==> config.mk <==
export PLATFORM = sky130hd
export DESIGN_NAME = ptg_top
export DESIGN_NICKNAME = d
export VERILOG_FILES = /design/src/ptg_top.v
export VERILOG_INCLUDE_DIRS = /design/src /design/src/src
export SDC_FILE = /design/constraint.sdc
export NUM_CORES = 1
export LEC_CHECK = 0
export BUFFER_PORTS_ARGS = -buffer_cell sky130_fd_sc_hd__buf_2
export CORE_ASPECT_RATIO = 0.5
export CORE_UTILIZATION = 55
export DETAILED_ROUTE_END_ITERATION = 7
export PLACE_DENSITY = 0.73
export SKIP_CTS_REPAIR_TIMING = 1
export SYNTH_ARGS = -nofsm -noshare
export SYNTH_HDL_FRONTEND = slang
export SYNTH_SLANG_ARGS = --single-unit
==> constraint.sdc <==
create_clock -name CLK_I -period 5.9 [get_ports CLK_I]
set_input_delay 0.59 -clock CLK_I [delete_from_list [all_inputs] [get_ports CLK_I]]
set_output_delay 0.59 -clock CLK_I [all_outputs]
set_load 0.1 [all_outputs]
==> src/ptg_map.vh <==
// Register indices, field positions, reset values and timing counts of the test traffic block
`ifndef PTG_MAP_VH
`define PTG_MAP_VH
// Register indices; byte address is four times the index
`define PTG_IDX_CTRL 12'h619
`define PTG_IDX_STAT 12'h620
`define PTG_IDX_EPK_LO 12'h622
`define PTG_IDX_EPK_HI 12'h623
`define PTG_IDX_GCFG 12'h624
`define PTG_IDX_PAT0 12'h625
`define PTG_IDX_PAT1 12'h626
`define PTG_IDX_PAT2 12'h627
`define PTG_IDX_DA0 12'h628
`define PTG_IDX_DA1 12'h629
`define PTG_IDX_DA2 12'h62A
`define PTG_IDX_TXC_LO 12'h639
`define PTG_IDX_TXC_HI 12'h63A
`define PTG_IDX_TXC_ERR 12'h63B
`define PTG_IDX_RXC_LO 12'h63C
`define PTG_IDX_RXC_HI 12'h63D
`define PTG_IDX_RXC_ERR 12'h63E
// Control register fields
`define PTG_CTRL_SEND 12
`define PTG_CTRL_MODE 3
`define PTG_CTRL_CHKEN 2
`define PTG_CTRL_GENEN 0
`define PTG_CTRL_RST 16'h0004
// Status register fields
`define PTG_STAT_DONE 12
`define PTG_STAT_BUSY 11
`define PTG_STAT_LOCK 8
`define PTG_STAT_FRZ 0
`define PTG_STAT_FCLR 1
// Generator configuration fields
`define PTG_GCFG_RST 16'h5511
`define PTG_GCFG_DATA_HI 15
`define PTG_GCFG_DATA_LO 8
`define PTG_GCFG_PM_HI 7
`define PTG_GCFG_PM_LO 6
`define PTG_GCFG_PL_HI 5
`define PTG_GCFG_PL_LO 3
`define PTG_GCFG_CNT_HI 2
`define PTG_GCFG_CNT_LO 0
`define PTG_PM_INC 2'h0
`define PTG_PM_FIX 2'h1
`define PTG_PL_MAX 3'h6
`define PTG_CNT_CONT 3'h7
// Packet shape and checker lock
`define PTG_DA_BYTES 11'h006
`define PTG_PKT_LEN 11'h040
`define PTG_IPG_LEN 11'h00C
`define PTG_LOCK_N 3'h4
`define PTG_LFSR_TAPS 8'hB8
`define PTG_LFSR_SEED 8'h01
`endif

==> src/ptg_top.v <==
// Test traffic generator, checker and packet statistics with APB register access
`timescale 1ns/1ns
// Behaviour
// - Freeze bit snapshots all test counters
// - Freeze-clear bit freezes and arms clear-on-read
// - Freeze bit positions read back the frozen error-bit count
// - Error-bit count, saturates in single mode
// - Lock flag shows checker synchronisation
// - 32-bit errored packet count, two halves
// - Single mode stops errored packet count at ones
// - Armed: low then high read clears
// - Fixed mode payload byte, default 55
// - Mode field: incremental, fixed, pseudo-random
// - Pattern length field, capped at six
// - Packet count field, seven is continuous
// - Six pattern bytes from three words
// - Destination address in every packet
// - 32-bit transmit packet counter
// - 16-bit transmit CRC error counter
// - Transmit counters clear on ascending reads
// - 32-bit receive packet counter
// - 16-bit receive CRC error counter
// - Receive counters clear on ascending reads
// - Frame counters wrap in single and continuous mode
// - Send bit clears when generation done
// - Receive counters need checker enable
`include "ptg_map.vh"
module ptg_top (
    // Clock and reset
    input wire CLK_I,
    input wire SRST_I,
    // APB slave
    input wire [15:0] PADDR_I,
    input wire PSEL_I,
    input wire PENABLE_I,
    input wire PWRITE_I,
    input wire [31:0] PWDATA_I,
    output wire [31:0] PRDATA_O,
    output wire PREADY_O,
    output wire PSLVERR_O,
    // Generated byte stream
    output reg [7:0] GEN_DATA_O,
    output reg GEN_VALID_O,
    output reg GEN_SOP_O,
    output reg GEN_EOP_O,
    // Checked byte stream
    input wire [7:0] CHK_DATA_I,
    input wire CHK_VALID_I,
    input wire CHK_EOP_I,
    // Frame events
    input wire TX_PKT_I,
    input wire TX_CRC_ERR_I,
    input wire RX_PKT_I,
    input wire RX_CRC_ERR_I
);
    localparam ST_IDLE = 3'h0;
    localparam ST_DA = 3'h1;
    localparam ST_PAT = 3'h2;
    localparam ST_PAY = 3'h3;
    localparam ST_IPG = 3'h4;

    function [7:0] lfsr_next;
        input [7:0] s;
        begin
            lfsr_next = s[0] ? ((s >> 1) ^ `PTG_LFSR_TAPS) : (s >> 1);
        end
    endfunction

    function [3:0] ones;
        input [7:0] v;
        integer k;
        begin
            ones = 4'h0;
            for (k = 0; k < 8; k = k + 1) begin
                ones = ones + {3'h0, v[k]};
            end
        end
    endfunction

    // Bus decode
    wire [11:0] idx = PADDR_I[13:2];
    wire acc = PSEL_I & PENABLE_I;
    wire wr = acc & PWRITE_I;
    wire rd = acc & ~PWRITE_I;
    reg mapped;
    reg [15:0] rdata;
    reg [31:0] prdata_q;

    // Registers
    reg [15:0] ctrl_q;
    reg [15:0] gcfg_q;
    reg [2:0] state_q;
    reg [47:0] pat_q;
    reg [47:0] da_q;
    reg armed_q;
    reg done_q;
    wire single = ~ctrl_q[`PTG_CTRL_MODE];
    wire chk_en = ctrl_q[`PTG_CTRL_CHKEN];
    wire stat_wr = wr & (idx == `PTG_IDX_STAT);
    wire frz = stat_wr & (PWDATA_I[`PTG_STAT_FRZ] | PWDATA_I[`PTG_STAT_FCLR]);

    // Live and frozen test counters
    reg [7:0] ebit_q;
    reg [7:0] ebit_f_q;
    reg [31:0] epk_q;
    reg [31:0] epk_f_q;
    reg pkt_err_q;
    reg [7:0] exp_q;
    reg [2:0] good_q;
    reg [2:0] bad_q;
    reg lock_q;

    // Frame counters and clear sequence trackers
    reg [31:0] txc_q;
    reg [15:0] txe_q;
    reg [31:0] rxc_q;
    reg [15:0] rxe_q;
    reg [1:0] txs_q;
    reg [1:0] rxs_q;
    reg eps_q;

    always @* begin
        mapped = 1'b1;
        case (idx)
            `PTG_IDX_CTRL: rdata = ctrl_q;
            `PTG_IDX_STAT: rdata = {3'h0, done_q, (state_q != ST_IDLE), 2'h0, lock_q, ebit_f_q};
            `PTG_IDX_EPK_LO: rdata = epk_f_q[15:0];
            `PTG_IDX_EPK_HI: rdata = epk_f_q[31:16];
            `PTG_IDX_GCFG: rdata = gcfg_q;
            `PTG_IDX_PAT0: rdata = pat_q[15:0];
            `PTG_IDX_PAT1: rdata = pat_q[31:16];
            `PTG_IDX_PAT2: rdata = pat_q[47:32];
            `PTG_IDX_DA0: rdata = da_q[15:0];
            `PTG_IDX_DA1: rdata = da_q[31:16];
            `PTG_IDX_DA2: rdata = da_q[47:32];
            `PTG_IDX_TXC_LO: rdata = txc_q[15:0];
            `PTG_IDX_TXC_HI: rdata = txc_q[31:16];
            `PTG_IDX_TXC_ERR: rdata = txe_q;
            `PTG_IDX_RXC_LO: rdata = rxc_q[15:0];
            `PTG_IDX_RXC_HI: rdata = rxc_q[31:16];
            `PTG_IDX_RXC_ERR: rdata = rxe_q;
            default: begin
                rdata = 16'h0000;
                mapped = 1'b0;
            end
        endcase
    end

    // Zero wait states; read data is latched in the setup cycle
    assign PREADY_O = 1'b1;
    assign PSLVERR_O = acc & ~mapped;
    assign PRDATA_O = prdata_q;

    always @(posedge CLK_I) begin
        if (SRST_I) begin
            prdata_q <= 32'h0000_0000;
        end else if (PSEL_I & ~PENABLE_I) begin
            prdata_q <= {16'h0000, rdata};
        end
    end

    // Generator
    reg [10:0] bcnt_q;
    reg [20:0] pkts_q;
    reg [7:0] inc_q;
    reg [7:0] glfsr_q;
    reg [20:0] target;
    reg [7:0] pay;
    // Offset into the pattern, taken in 11 bits so the index never goes negative
    wire [10:0] pat_off = bcnt_q - `PTG_DA_BYTES;
    wire [2:0] plen = (gcfg_q[`PTG_GCFG_PL_HI:`PTG_GCFG_PL_LO] > `PTG_PL_MAX) ?
        `PTG_PL_MAX : gcfg_q[`PTG_GCFG_PL_HI:`PTG_GCFG_PL_LO];
    wire cont = (gcfg_q[`PTG_GCFG_CNT_HI:`PTG_GCFG_CNT_LO] == `PTG_CNT_CONT);
    wire send = ctrl_q[`PTG_CTRL_SEND] & ctrl_q[`PTG_CTRL_GENEN];
    wire last = (bcnt_q == `PTG_PKT_LEN - 11'h001);
    wire fin = (state_q == ST_PAY) & last & ~cont & (pkts_q + 21'h000001 >= target);

    always @* begin
        case (gcfg_q[`PTG_GCFG_CNT_HI:`PTG_GCFG_CNT_LO])
            3'h0: target = 21'd1;
            3'h1: target = 21'd10;
            3'h2: target = 21'd100;
            3'h3: target = 21'd1000;
            3'h4: target = 21'd10000;
            3'h5: target = 21'd100000;
            default: target = 21'd1000000;
        endcase
        case (gcfg_q[`PTG_GCFG_PM_HI:`PTG_GCFG_PM_LO])
            `PTG_PM_INC: pay = inc_q;
            `PTG_PM_FIX: pay = gcfg_q[`PTG_GCFG_DATA_HI:`PTG_GCFG_DATA_LO];
            default: pay = glfsr_q;
        endcase
    end

    always @(posedge CLK_I) begin
        if (SRST_I) begin
            state_q <= ST_IDLE;
            bcnt_q <= 11'h000;
            pkts_q <= 21'h000000;
            inc_q <= 8'h00;
            glfsr_q <= `PTG_LFSR_SEED;
            GEN_DATA_O <= 8'h00;
            GEN_VALID_O <= 1'b0;
            GEN_SOP_O <= 1'b0;
            GEN_EOP_O <= 1'b0;
        end else begin
            GEN_VALID_O <= 1'b0;
            GEN_SOP_O <= 1'b0;
            GEN_EOP_O <= 1'b0;
            bcnt_q <= bcnt_q + 11'h001;
            case (state_q)
                ST_IDLE: begin
                    bcnt_q <= 11'h000;
                    pkts_q <= 21'h000000;
                    if (send) begin
                        state_q <= ST_DA;
                    end
                end
                ST_DA: begin
                    GEN_DATA_O <= da_q[bcnt_q[2:0] * 8 +: 8];
                    GEN_VALID_O <= 1'b1;
                    GEN_SOP_O <= (bcnt_q == 11'h000);
                    if (bcnt_q == `PTG_DA_BYTES - 11'h001) begin
                        state_q <= (plen == 3'h0) ? ST_PAY : ST_PAT;
                    end
                end
                ST_PAT: begin
                    GEN_DATA_O <= pat_q[pat_off[2:0] * 8 +: 8];
                    GEN_VALID_O <= 1'b1;
                    if (bcnt_q == `PTG_DA_BYTES + {8'h00, plen} - 11'h001) begin
                        state_q <= ST_PAY;
                    end
                end
                ST_PAY: begin
                    GEN_DATA_O <= pay;
                    GEN_VALID_O <= 1'b1;
                    inc_q <= inc_q + 8'h01;
                    glfsr_q <= lfsr_next(glfsr_q);
                    if (last) begin
                        GEN_EOP_O <= 1'b1;
                        bcnt_q <= 11'h000;
                        pkts_q <= pkts_q + 21'h000001;
                        state_q <= fin ? ST_IDLE : ST_IPG;
                    end
                end
                ST_IPG: begin
                    // Dropping enable stops a continuous run between packets; a write cannot clear send
                    if (bcnt_q == `PTG_IPG_LEN - 11'h001) begin
                        bcnt_q <= 11'h000;
                        state_q <= send ? ST_DA : ST_IDLE;
                    end
                end
                default: state_q <= ST_IDLE;
            endcase
        end
    end

    // Control and configuration registers
    always @(posedge CLK_I) begin
        if (SRST_I) begin
            ctrl_q <= `PTG_CTRL_RST;
            gcfg_q <= `PTG_GCFG_RST;
            pat_q <= 48'h0000_0000_0000;
            da_q <= 48'h0000_0000_0000;
            armed_q <= 1'b0;
            done_q <= 1'b0;
        end else begin
            if (wr) begin
                case (idx)
                    `PTG_IDX_CTRL: ctrl_q <= PWDATA_I[15:0] | (ctrl_q & (16'h0001 << `PTG_CTRL_SEND));
                    `PTG_IDX_GCFG: gcfg_q <= PWDATA_I[15:0];
                    `PTG_IDX_PAT0: pat_q[15:0] <= PWDATA_I[15:0];
                    `PTG_IDX_PAT1: pat_q[31:16] <= PWDATA_I[15:0];
                    `PTG_IDX_PAT2: pat_q[47:32] <= PWDATA_I[15:0];
                    `PTG_IDX_DA0: da_q[15:0] <= PWDATA_I[15:0];
                    `PTG_IDX_DA1: da_q[31:16] <= PWDATA_I[15:0];
                    `PTG_IDX_DA2: da_q[47:32] <= PWDATA_I[15:0];
                    default: ;
                endcase
            end
            if (wr & (idx == `PTG_IDX_CTRL) & PWDATA_I[`PTG_CTRL_SEND]) begin
                done_q <= 1'b0;
            end
            if (fin) begin
                ctrl_q[`PTG_CTRL_SEND] <= 1'b0;
                done_q <= 1'b1;
            end
            if (frz) begin
                armed_q <= PWDATA_I[`PTG_STAT_FCLR];
            end
        end
    end

    // Checker: each byte predicts the next, so lock needs no seed exchange
    wire [7:0] ebits = CHK_VALID_I ? (CHK_DATA_I ^ exp_q) : 8'h00;
    wire berr = (ebits != 8'h00);
    wire [8:0] ebit_sum = {1'b0, ebit_q} + {5'h00, ones(ebits)};
    wire epk_clr = armed_q & rd & (idx == `PTG_IDX_EPK_HI) & eps_q;
    wire ebit_clr = armed_q & rd & (idx == `PTG_IDX_STAT);

    always @(posedge CLK_I) begin
        if (SRST_I) begin
            exp_q <= 8'h00;
            good_q <= 3'h0;
            bad_q <= 3'h0;
            lock_q <= 1'b0;
            ebit_q <= 8'h00;
            epk_q <= 32'h0000_0000;
            pkt_err_q <= 1'b0;
            ebit_f_q <= 8'h00;
            epk_f_q <= 32'h0000_0000;
            eps_q <= 1'b0;
        end else begin
            if (CHK_VALID_I & chk_en) begin
                exp_q <= lfsr_next(CHK_DATA_I);
                // lock after good run, drop after bad run
                if (berr) begin
                    good_q <= 3'h0;
                    bad_q <= (bad_q == `PTG_LOCK_N) ? bad_q : bad_q + 3'h1;
                    if (bad_q == `PTG_LOCK_N - 3'h1) begin
                        lock_q <= 1'b0;
                    end
                end else begin
                    bad_q <= 3'h0;
                    good_q <= (good_q == `PTG_LOCK_N) ? good_q : good_q + 3'h1;
                    if (good_q == `PTG_LOCK_N - 3'h1) begin
                        lock_q <= 1'b1;
                    end
                end
                if (lock_q) begin
                    ebit_q <= (single & ebit_sum[8]) ? 8'hFF : ebit_sum[7:0];
                    pkt_err_q <= (pkt_err_q | berr) & ~CHK_EOP_I;
                    if (CHK_EOP_I & (pkt_err_q | berr)) begin
                        epk_q <= (single & (&epk_q)) ? epk_q : epk_q + 32'h0000_0001;
                    end
                end
            end
            // sequence restarts on any other read
            if (rd) begin
                eps_q <= (idx == `PTG_IDX_EPK_LO);
            end
            if (frz) begin
                ebit_f_q <= ebit_q;
                epk_f_q <= epk_q;
            end
            if (ebit_clr) begin
                ebit_q <= 8'h00;
                ebit_f_q <= 8'h00;
            end
            if (epk_clr) begin
                epk_q <= 32'h0000_0000;
                epk_f_q <= 32'h0000_0000;
            end
        end
    end

    // Frame counters; a clear in the same cycle as an event keeps the event
    wire tx_clr = rd & (idx == `PTG_IDX_TXC_ERR) & (txs_q == 2'h2);
    wire rx_clr = rd & (idx == `PTG_IDX_RXC_ERR) & (rxs_q == 2'h2);
    wire rx_ev = RX_PKT_I & chk_en;
    wire rx_er = RX_CRC_ERR_I & chk_en;

    always @(posedge CLK_I) begin
        if (SRST_I) begin
            txc_q <= 32'h0000_0000;
            txe_q <= 16'h0000;
            rxc_q <= 32'h0000_0000;
            rxe_q <= 16'h0000;
            txs_q <= 2'h0;
            rxs_q <= 2'h0;
        end else begin
            txc_q <= (tx_clr ? 32'h0000_0000 : txc_q) + {31'h0, TX_PKT_I};
            txe_q <= (tx_clr ? 16'h0000 : txe_q) + {15'h0, TX_CRC_ERR_I};
            rxc_q <= (rx_clr ? 32'h0000_0000 : rxc_q) + {31'h0, rx_ev};
            rxe_q <= (rx_clr ? 16'h0000 : rxe_q) + {15'h0, rx_er};
            if (rd) begin
                if (idx == `PTG_IDX_TXC_LO) begin
                    txs_q <= 2'h1;
                end else if (idx == `PTG_IDX_TXC_HI && txs_q == 2'h1) begin
                    txs_q <= 2'h2;
                end else begin
                    txs_q <= 2'h0;
                end
                if (idx == `PTG_IDX_RXC_LO) begin
                    rxs_q <= 2'h1;
                end else if (idx == `PTG_IDX_RXC_HI && rxs_q == 2'h1) begin
                    rxs_q <= 2'h2;
                end else begin
                    rxs_q <= 2'h0;
                end
            end
        end
    end
endmodule // ptg_top
==> results_tabular.tex, run 1 <==
\begin{tabular}{lr}
\hline
Metric & Value \\
\hline
\multicolumn{2}{l}{\textbf{CTS}} \\
Sink Count & 405 \\
CTS clk-pin slew, worst paths & 0.07 ns \\
Total CTS buffers & 37 \\
Clock root buffer & clkbuf\_16 \\
TritonCTS clock tree & done \\
H-tree levels & 2 \\
Clk\_lat worst skew & 0.55 ns \\
CTS max path bufs & 3 \\
\multicolumn{2}{l}{\textbf{Global routing}} \\
Remaining Overflow, GRT & 0 \\
Antenna violations before repair & 3 \\
Met1 Use GR & 50.4\% \\
Number of global-route vias before repair & 17,480 \\
Wire length of the first global-routing pass & 105 mm \\
GRT busiest layer & met1 \\
Total global routing track utilization & 35.3\% \\
GRT met3 Usage & 11.0\% \\
Pin count of the biggest net entering global routing & 59 \\
Met2 GRT Util & 50.0\% \\
\multicolumn{2}{l}{\textbf{Floorplan}} \\
Area enclosed by the die boundary & 38,600 µm² \\
Total number of placement rows & 49 \\
Initial Util & 56.8\% \\
Die Wd & 277 µm \\
Chip height & 139 µm \\
Std-Cell Core Area & 36,500 µm² \\
Top-level I/O count & 112 \\
\multicolumn{2}{l}{\textbf{STA}} \\
Setup repair after global routing missed its margin & no \\
Final worst-path cycle share & 69.8\% \\
Final total negative setup slack & 0 ns \\
Final setup fails & 0 \\
Slew Limit Headroom & 17.3\% \\
Max Slew Vio Count & 0 \\
WHS & 0.311 ns \\
Setup Skew & 0.0188 ns \\
Transition time of the tightest slew-check pin & 1.24 ns \\
Count of final hold-check violations & 0 \\
Max frequency & 243 MHz \\
Min Tclk post-route & 4.12 ns \\
\multicolumn{2}{l}{\textbf{Synth}} \\
Number of warnings reported in the yosys synthesis log & 0 \\
Most used flip-flop cell after synthesis & dfxtp\_1 \\
Post-synthesis sequential area ratio & 39.0\% \\
Area share of the largest cell type after synthesis & 39.0\% \\
Cell taking the most area after synthesis & dfxtp\_1 \\
Top post-synthesis cells by area & dfxtp\_1 (39\%), nand2\_1 (9.5\%), a21oi\_1 (6.2\%) \\
Number of storage elements in the synthesis netlist & 405 \\
Number of enable flip-flop cells after synthesis & 0 \\
Post-synthesis async set-or-reset flop share & 0\% \\
Summed instance area of the synthesized netlist & 20,800 µm² \\
Mean cell area of the mapped netlist & 7.94 µm² \\
Cell with the most instances after synthesis & nand2\_1 \\
Number of distinct library cells after synthesis & 77 \\
Top cells by count, synth & nand2\_1 (527), dfxtp\_1 (405), a21oi\_1 (257), nor2\_1 (224), clkbuf\_1 (119) \\
Count of mapped cells out of synthesis & 2,616 \\
\multicolumn{2}{l}{\textbf{Run status}} \\
Run status & finished, final reports clean \\
\multicolumn{2}{l}{\textbf{Final layout}} \\
Area growth syn-to-layout & 8.60\% \\
Final design utilization & 61.7\% \\
Post-layout net count & 2,712 \\
Share of post-route cells with drive strength above 1 & 8.28\% \\
\multicolumn{2}{l}{\textbf{Detailed routing}} \\
Post-route ant nets & 0 \\
Total via count in the routed design & 19,597 \\
Initial detailed-routing violation count & 2,574 \\
Number of search-and-repair iterations in the first detailed-routing pass & 8 \\
Number of design rule violations left after detail routing & 0 \\
Routed length per placed instance & 22.4 µm \\
Per-cell via count in the routed design & 6.31 \\
DRT Wirelength & 69.5 mm \\
\multicolumn{2}{l}{\textbf{Power and ir drop}} \\
Static leakage & 7.68 nW \\
Worst VDD drop & 0.000210 V \\
Power per standard cell area & 248 nW/µm² \\
\multicolumn{2}{l}{\textbf{Worst setup path}} \\
Crit Path Max Fanout & 6 \\
Critical Path RT & 6.36 ns \\
Arrival time at the worst endpoint & 4.58 ns \\
Kind of start point of the critical path & flip-flop \\
Kind of end point of the critical path & flip-flop \\
Worst Setup Path Type & flip-flop to flip-flop \\
\multicolumn{2}{l}{\textbf{Place}} \\
Last weighted congestion value of the routability-driven placer & 1.06 \\
PortBufs & 74 \\
HPWL reported at the end of detailed placement & 50.4 mm \\
\multicolumn{2}{l}{\textbf{Run}} \\
Max\_cap viols & 0 \\
\multicolumn{2}{l}{\textbf{Min path}} \\
Worst min-delay path category & input pin to flip-flop \\
\hline
\end{tabular}
## final timing paths
| kind | startpoint | endpoint | slack (ns) | cells past startpoint |
|---|---|---|---|---|
| worst max-delay path | exp_q[2]$_SDFFE_PP0P_ | ebit_q[7]$_SDFFE_PP0P_ | 1.78 | 14 |
| worst min-delay path | CHK_DATA_I[7] | exp_q[6]$_SDFFE_PP0P_ | 0.31 | 3 |
| worst max register to register | exp_q[2]$_SDFFE_PP0P_ | ebit_q[7]$_SDFFE_PP0P_ | 1.78 | 14 |
| worst min register to register | epk_f_q[23]$_SDFFE_PP0P_ | epk_f_q[23]$_SDFFE_PP0P_ | 0.45 | 2 |
## area by class of cell
class                      instances  area [µm²]
antenna                            1        2.50
clock buffer                      54        1130
clock inverter                    13         133
fill                            3271       14000
inverter                          47         176
multi-input combinational       1989       11700
sequential                       405        8110
tap                              484         606
timing repair buffer             114         689
## kinds of logic (layout without fill, tap and decap cells)
| kind of cell | count (synthesis) | after routing | synth area share, % |
|---|---|---|---|
| compound gates | 546 | 546 | 16.5 |
| buf+inv | 237 | 228 | 4.96 |
| xor+xnor | 150 | 150 | 6.32 |
| simple gates | 1146 | 1146 | 25.1 |
| other cells | 2 | 18 | 0.0362 |
| fa+ha+maj | 51 | 51 | 3.25 |
| flops | 405 | 405 | 39.0 |
| mux | 79 | 79 | 4.83 |
## flip-flops by register name, indices dropped and copies added, names as in the netlist, 16 cells and up
signal / count
epk_f_q: 32
epk_q: 32
pat_q: 48
txe_q: 16
rxc_q: 32
ctrl_q: 16
da_q: 48
PRDATA_O: 16
txc_q: 32
rxe_q: 16
pkts_q: 21
gcfg_q: 16
## per-stage QoR
step / setup slack [ns] / std cells / instance area (µm²) / total power, mW
floorplan: 1.61 / 2631 / 20800 / 3.03
global placement: 1.40 / 3039 / 21300 / 3.10
detailed placement: 1.39 / 3039 / 21300 / 3.11
CTS: 1.78 / 3106 / 22600 / 5.60
global route: 1.50 / 3106 / 22600 / 5.74
finish: 1.78 / 3107 / 22600 / 5.59
## where the power goes
part           switching, mW  internal, mW  total (mW)
Combinational          0.229        0.0695       0.299
Clock                   1.11          1.43        2.54
Sequential            0.0100          2.74        2.75
## placed cells by master (no fill, tap or decap), drive strengths merged, types with 7 or more instances in the layout
master   count
and2        28
mux4        16
a221oi      14
o21ai       83
clkbuf      54
mux2         9
nor2       224
a22oi       31
xnor2       64
nand2      527
nand2b      13
nor3        48
and4         8
clkinv      11
o211ai      16
a32oi       19
o22ai       13
a21oi      257
ha          46
o31ai        9
a211oi      12
nor4        22
mux2i       54
inv         46
conb        17
or3         27
a22o        18
nor2b       27
nand4       46
a222oi      11
xor2        86
buf        114
and3        40
a32o         7
a2111oi     12
nand3      106
dfxtp      405
## worst max-delay path, stage by stage (launching register included)
cell and delay [ns]:
dfxtp_1 0.34, xor2_1 0.23, and2_1 0.19, fa_1 0.41
inv_1 0.07, fa_1 0.42, fa_1 0.46, fa_1 0.42
fa_1 0.40, nor2b_1 0.15, o21ai_0 0.09, a21oi_1 0.27
nand3_1 0.28, nand3_1 0.15, nor3b_1 0.16
## layer usage
layer	up-vias	wire length, µm
met2	1036	27900
met5	-	34
met4	4	2550
met1	9318	29700
met3	162	9300
li1	9077	-
(Power assumes the default switching activity.)
==> run 2: changes to the inputs <==
PLACE_DENSITY = 0.76   (was 0.73)
clock period = 3.31 ns   (was 5.9 ns; I/O delays follow)
==> results_tabular.tex, run 2 (synthesis results as in run 1) <==
\begin{tabular}{lr}
\hline
Metric & Value \\
\hline
\multicolumn{2}{l}{\textbf{Detailed routing}} \\
Number of search-and-repair iterations in the first detailed-routing pass & 8 (unchanged) \\
Routed length per placed instance & 22.1 µm (-1.0\%) \\
Per-cell via count in the routed design & 6.37 (+1.0\%) \\
DRT Wirelength & 70.2 mm (+1.1\%) \\
Total via count in the routed design & 20,219 (+3.2\%) \\
Number of design rule violations left after detail routing & 0 (unchanged) \\
Initial detailed-routing violation count & 3,218 (+25\%) \\
Post-route ant nets & 0 (unchanged) \\
\multicolumn{2}{l}{\textbf{Run status}} \\
Violations in the final reports & setup timing \\
Run status & complete, but fails checks \\
\multicolumn{2}{l}{\textbf{Min path}} \\
Hold Crit Endpoint & exp\_q[0]\$\_SDFFE\_PP0P\_ \\
Number of cells traversed by the worst hold path & 3 (unchanged) \\
Worst min-delay path category & input pin to flip-flop \\
Startpoint of the most critical hold path & CHK\_DATA\_I[1] \\
\multicolumn{2}{l}{\textbf{Place}} \\
Last weighted congestion value of the routability-driven placer & 1.11 (+5.0\%) \\
HPWL reported at the end of detailed placement & 50.3 mm (-0.36\%) \\
PortBufs & 74 (unchanged) \\
Placed Cells incl. Taps & 3,103 (+2.1\%) \\
\multicolumn{2}{l}{\textbf{CTS}} \\
TritonCTS clock tree & done \\
Clk\_lat worst skew & 0.55 ns (about the same) \\
Clock root buffer & clkbuf\_16 \\
CTS clk-pin slew, worst paths & 0.07 ns (about the same) \\
CTS max path bufs & 3 (unchanged) \\
Total CTS buffers & 38 (+2.7\%) \\
Sink Count & 405 (unchanged) \\
H-tree levels & 2 (unchanged) \\
\multicolumn{2}{l}{\textbf{Final layout}} \\
Number of filler cells placed in the layout & 3,101 (-5.2\%) \\
Share of post-route cells with drive strength above 1 & 11.1\% (+2.8 points) \\
Registers with the most flip-flops & da\_q (48), pat\_q (48) \\
Most frequent standard cell in the layout excluding fill and tap cells & nand2\_1 \\
Fin cells & 3,173 (+2.1\%) \\
Post-layout net count & 2,779 (+2.5\%) \\
Most used cells in the layout excluding fill and tap cells & nand2\_1 (527), dfxtp\_1 (402), a21oi\_1 (255) \\
Area growth syn-to-layout & 12.5\% \\
\multicolumn{2}{l}{\textbf{Global routing}} \\
Wire length of the first global-routing pass & 106 mm (+0.83\%) \\
Number of global-route vias before repair & 18,159 (+3.9\%) \\
Pin count of the biggest net entering global routing & 142 (+140\%) \\
Antenna violations before repair & 4 (+1) \\
Total global routing track utilization & 35.3\% (about the same) \\
Remaining Overflow, GRT & 0 (unchanged) \\
\multicolumn{2}{l}{\textbf{Worst setup path}} \\
Launching element of the worst setup path & exp\_q[2]\$\_SDFFE\_PP0P\_ \\
Worst Setup Path Type & flip-flop to flip-flop \\
Crit Reg-Reg Startpoint & exp\_q[2]\$\_SDFFE\_PP0P\_ \\
Critical Path RT & 3.75 ns (-2.61 ns) \\
Kind of start point of the critical path & flip-flop \\
End of the worst register-to-register path & ebit\_q[4]\$\_SDFFE\_PP0P\_ \\
Kind of end point of the critical path & flip-flop \\
Number of cell instances on the worst register-to-register path & 14 (unchanged) \\
Crit Path Max Fanout & 4 (-2) \\
Arrival time at the worst endpoint & 4.25 ns (-0.33 ns) \\
Worst-case register-to-register setup slack & -0.51 ns (-2.29 ns) \\
\multicolumn{2}{l}{\textbf{STA}} \\
Final setup fails & 8 (+8) \\
Min Tclk post-route & 3.82 ns (-0.304 ns) \\
Final worst-path cycle share & 115\% (+45 points) \\
Setup repair after global routing missed its margin & yes \\
Count of final hold-check violations & 0 (unchanged) \\
Transition time of the tightest slew-check pin & 0.868 ns (-0.368 ns) \\
Max frequency & 262 MHz (+8.0\%) \\
Final total negative setup slack & -3.61 ns (-3.61 ns) \\
Setup Skew & 0.0191 ns (+0.000380 ns) \\
Min setup slack post-route & -0.507 ns (-2.29 ns) \\
Slew Limit Headroom & 42.0\% (+25 points) \\
WHS & 0.0338 ns (-0.277 ns) \\
Max Slew Vio Count & 0 (unchanged) \\
\multicolumn{2}{l}{\textbf{Floorplan}} \\
Initial Util & 56.8\% (unchanged) \\
Area enclosed by the die boundary & 38,600 µm² (unchanged) \\
Die Wd & 277 µm (unchanged) \\
Total number of placement rows & 49 (unchanged) \\
Chip height & 139 µm (unchanged) \\
Top-level I/O count & 112 (unchanged) \\
Std-Cell Core Area & 36,500 µm² (unchanged) \\
\multicolumn{2}{l}{\textbf{Power and ir drop}} \\
Worst VDD drop & 0.000394 V (+88\%) \\
Static leakage & 8.13 nW (+5.8\%) \\
Power per standard cell area & 459 nW/µm² (+85\%) \\
Final total power & 10.7 mW (+92\%) \\
\multicolumn{2}{l}{\textbf{Run}} \\
Max\_cap viols & 0 (unchanged) \\
\hline
\end{tabular}
[run 2: how the worst max path moves through the flow]
stage / endpoint / depth (start not counted)
finish: ebit_q[4]$_SDFFE_PP0P_ / 14
global route: ebit_q[6]$_SDFFE_PP0P_ / 14
CTS: ebit_q[7]$_SDFFE_PP0P_ / 14
detailed placement: ebit_q[7]$_SDFFE_PP0P_ / 15
global placement: ebit_q[7]$_SDFFE_PP0P_ / 15
floorplan: ebit_q[6]$_SDFFE_PP0P_ / 15
[run 2: power by group]
| part | switching [mW] | total (mW) | internal [mW] |
|---|---|---|---|
| clock network | 2.02 | 5.24 | 3.22 |
| registers | 0.0194 | 4.91 | 4.89 |
| logic | 0.419 | 0.572 | 0.153 |
| total | 2.46 | 10.7 | 8.26 |
[run 2: stage by stage]
stage | worst slack (ns) | cell area (µm²) | utilization (%)
after floorplan | -0.538 | 20900 | -
after global placement | -0.702 | 21800 | 59.7
after detailed placement | -0.777 | 21800 | 59.7
after CTS | -0.655 | 23300 | 63.8
after global routing | -0.667 | 23400 | 64.0
final | -0.507 | 23400 | 64.0
[run 2: routing by layer]
metal	up-vias	track usage (%)	share of wire (%)
li1	9218	-	-
met2	1264	51.3	41
met3	235	11.4	14
met4	4	13.7	4.7
met1	9498	48.3	40
met5	-	0	0.044
[run 2: layout make-up]
class / count / area, µm² / share of cell area [%]
inverters: 47 / 176 / 0.755
clock inverters: 17 / 370 / 1.58
well taps: 484 / 606 / 2.59
clock buffers: 50 / 1110 / 4.74
flip-flops and latches: 405 / 8110 / 34.7
multi-input cells: 1989 / 11700 / 50.3
repair buffers: 180 / 1250 / 5.34
diodes: 1 / 2.50 / 0.0107
[run 2: critical path, cell delays in order, from the launching register on]
cell	delay (ns)
dfxtp_2	0.34
xor2_2	0.18
and2_4	0.14
fa_1	0.47
inv_1	0.05
fa_1	0.49
fa_1	0.43
fa_2	0.38
fa_2	0.38
nor2b_2	0.15
o21ai_1	0.08
a21oi_2	0.26
buf_4	0.15
and3_1	0.15
nor3_1	0.05
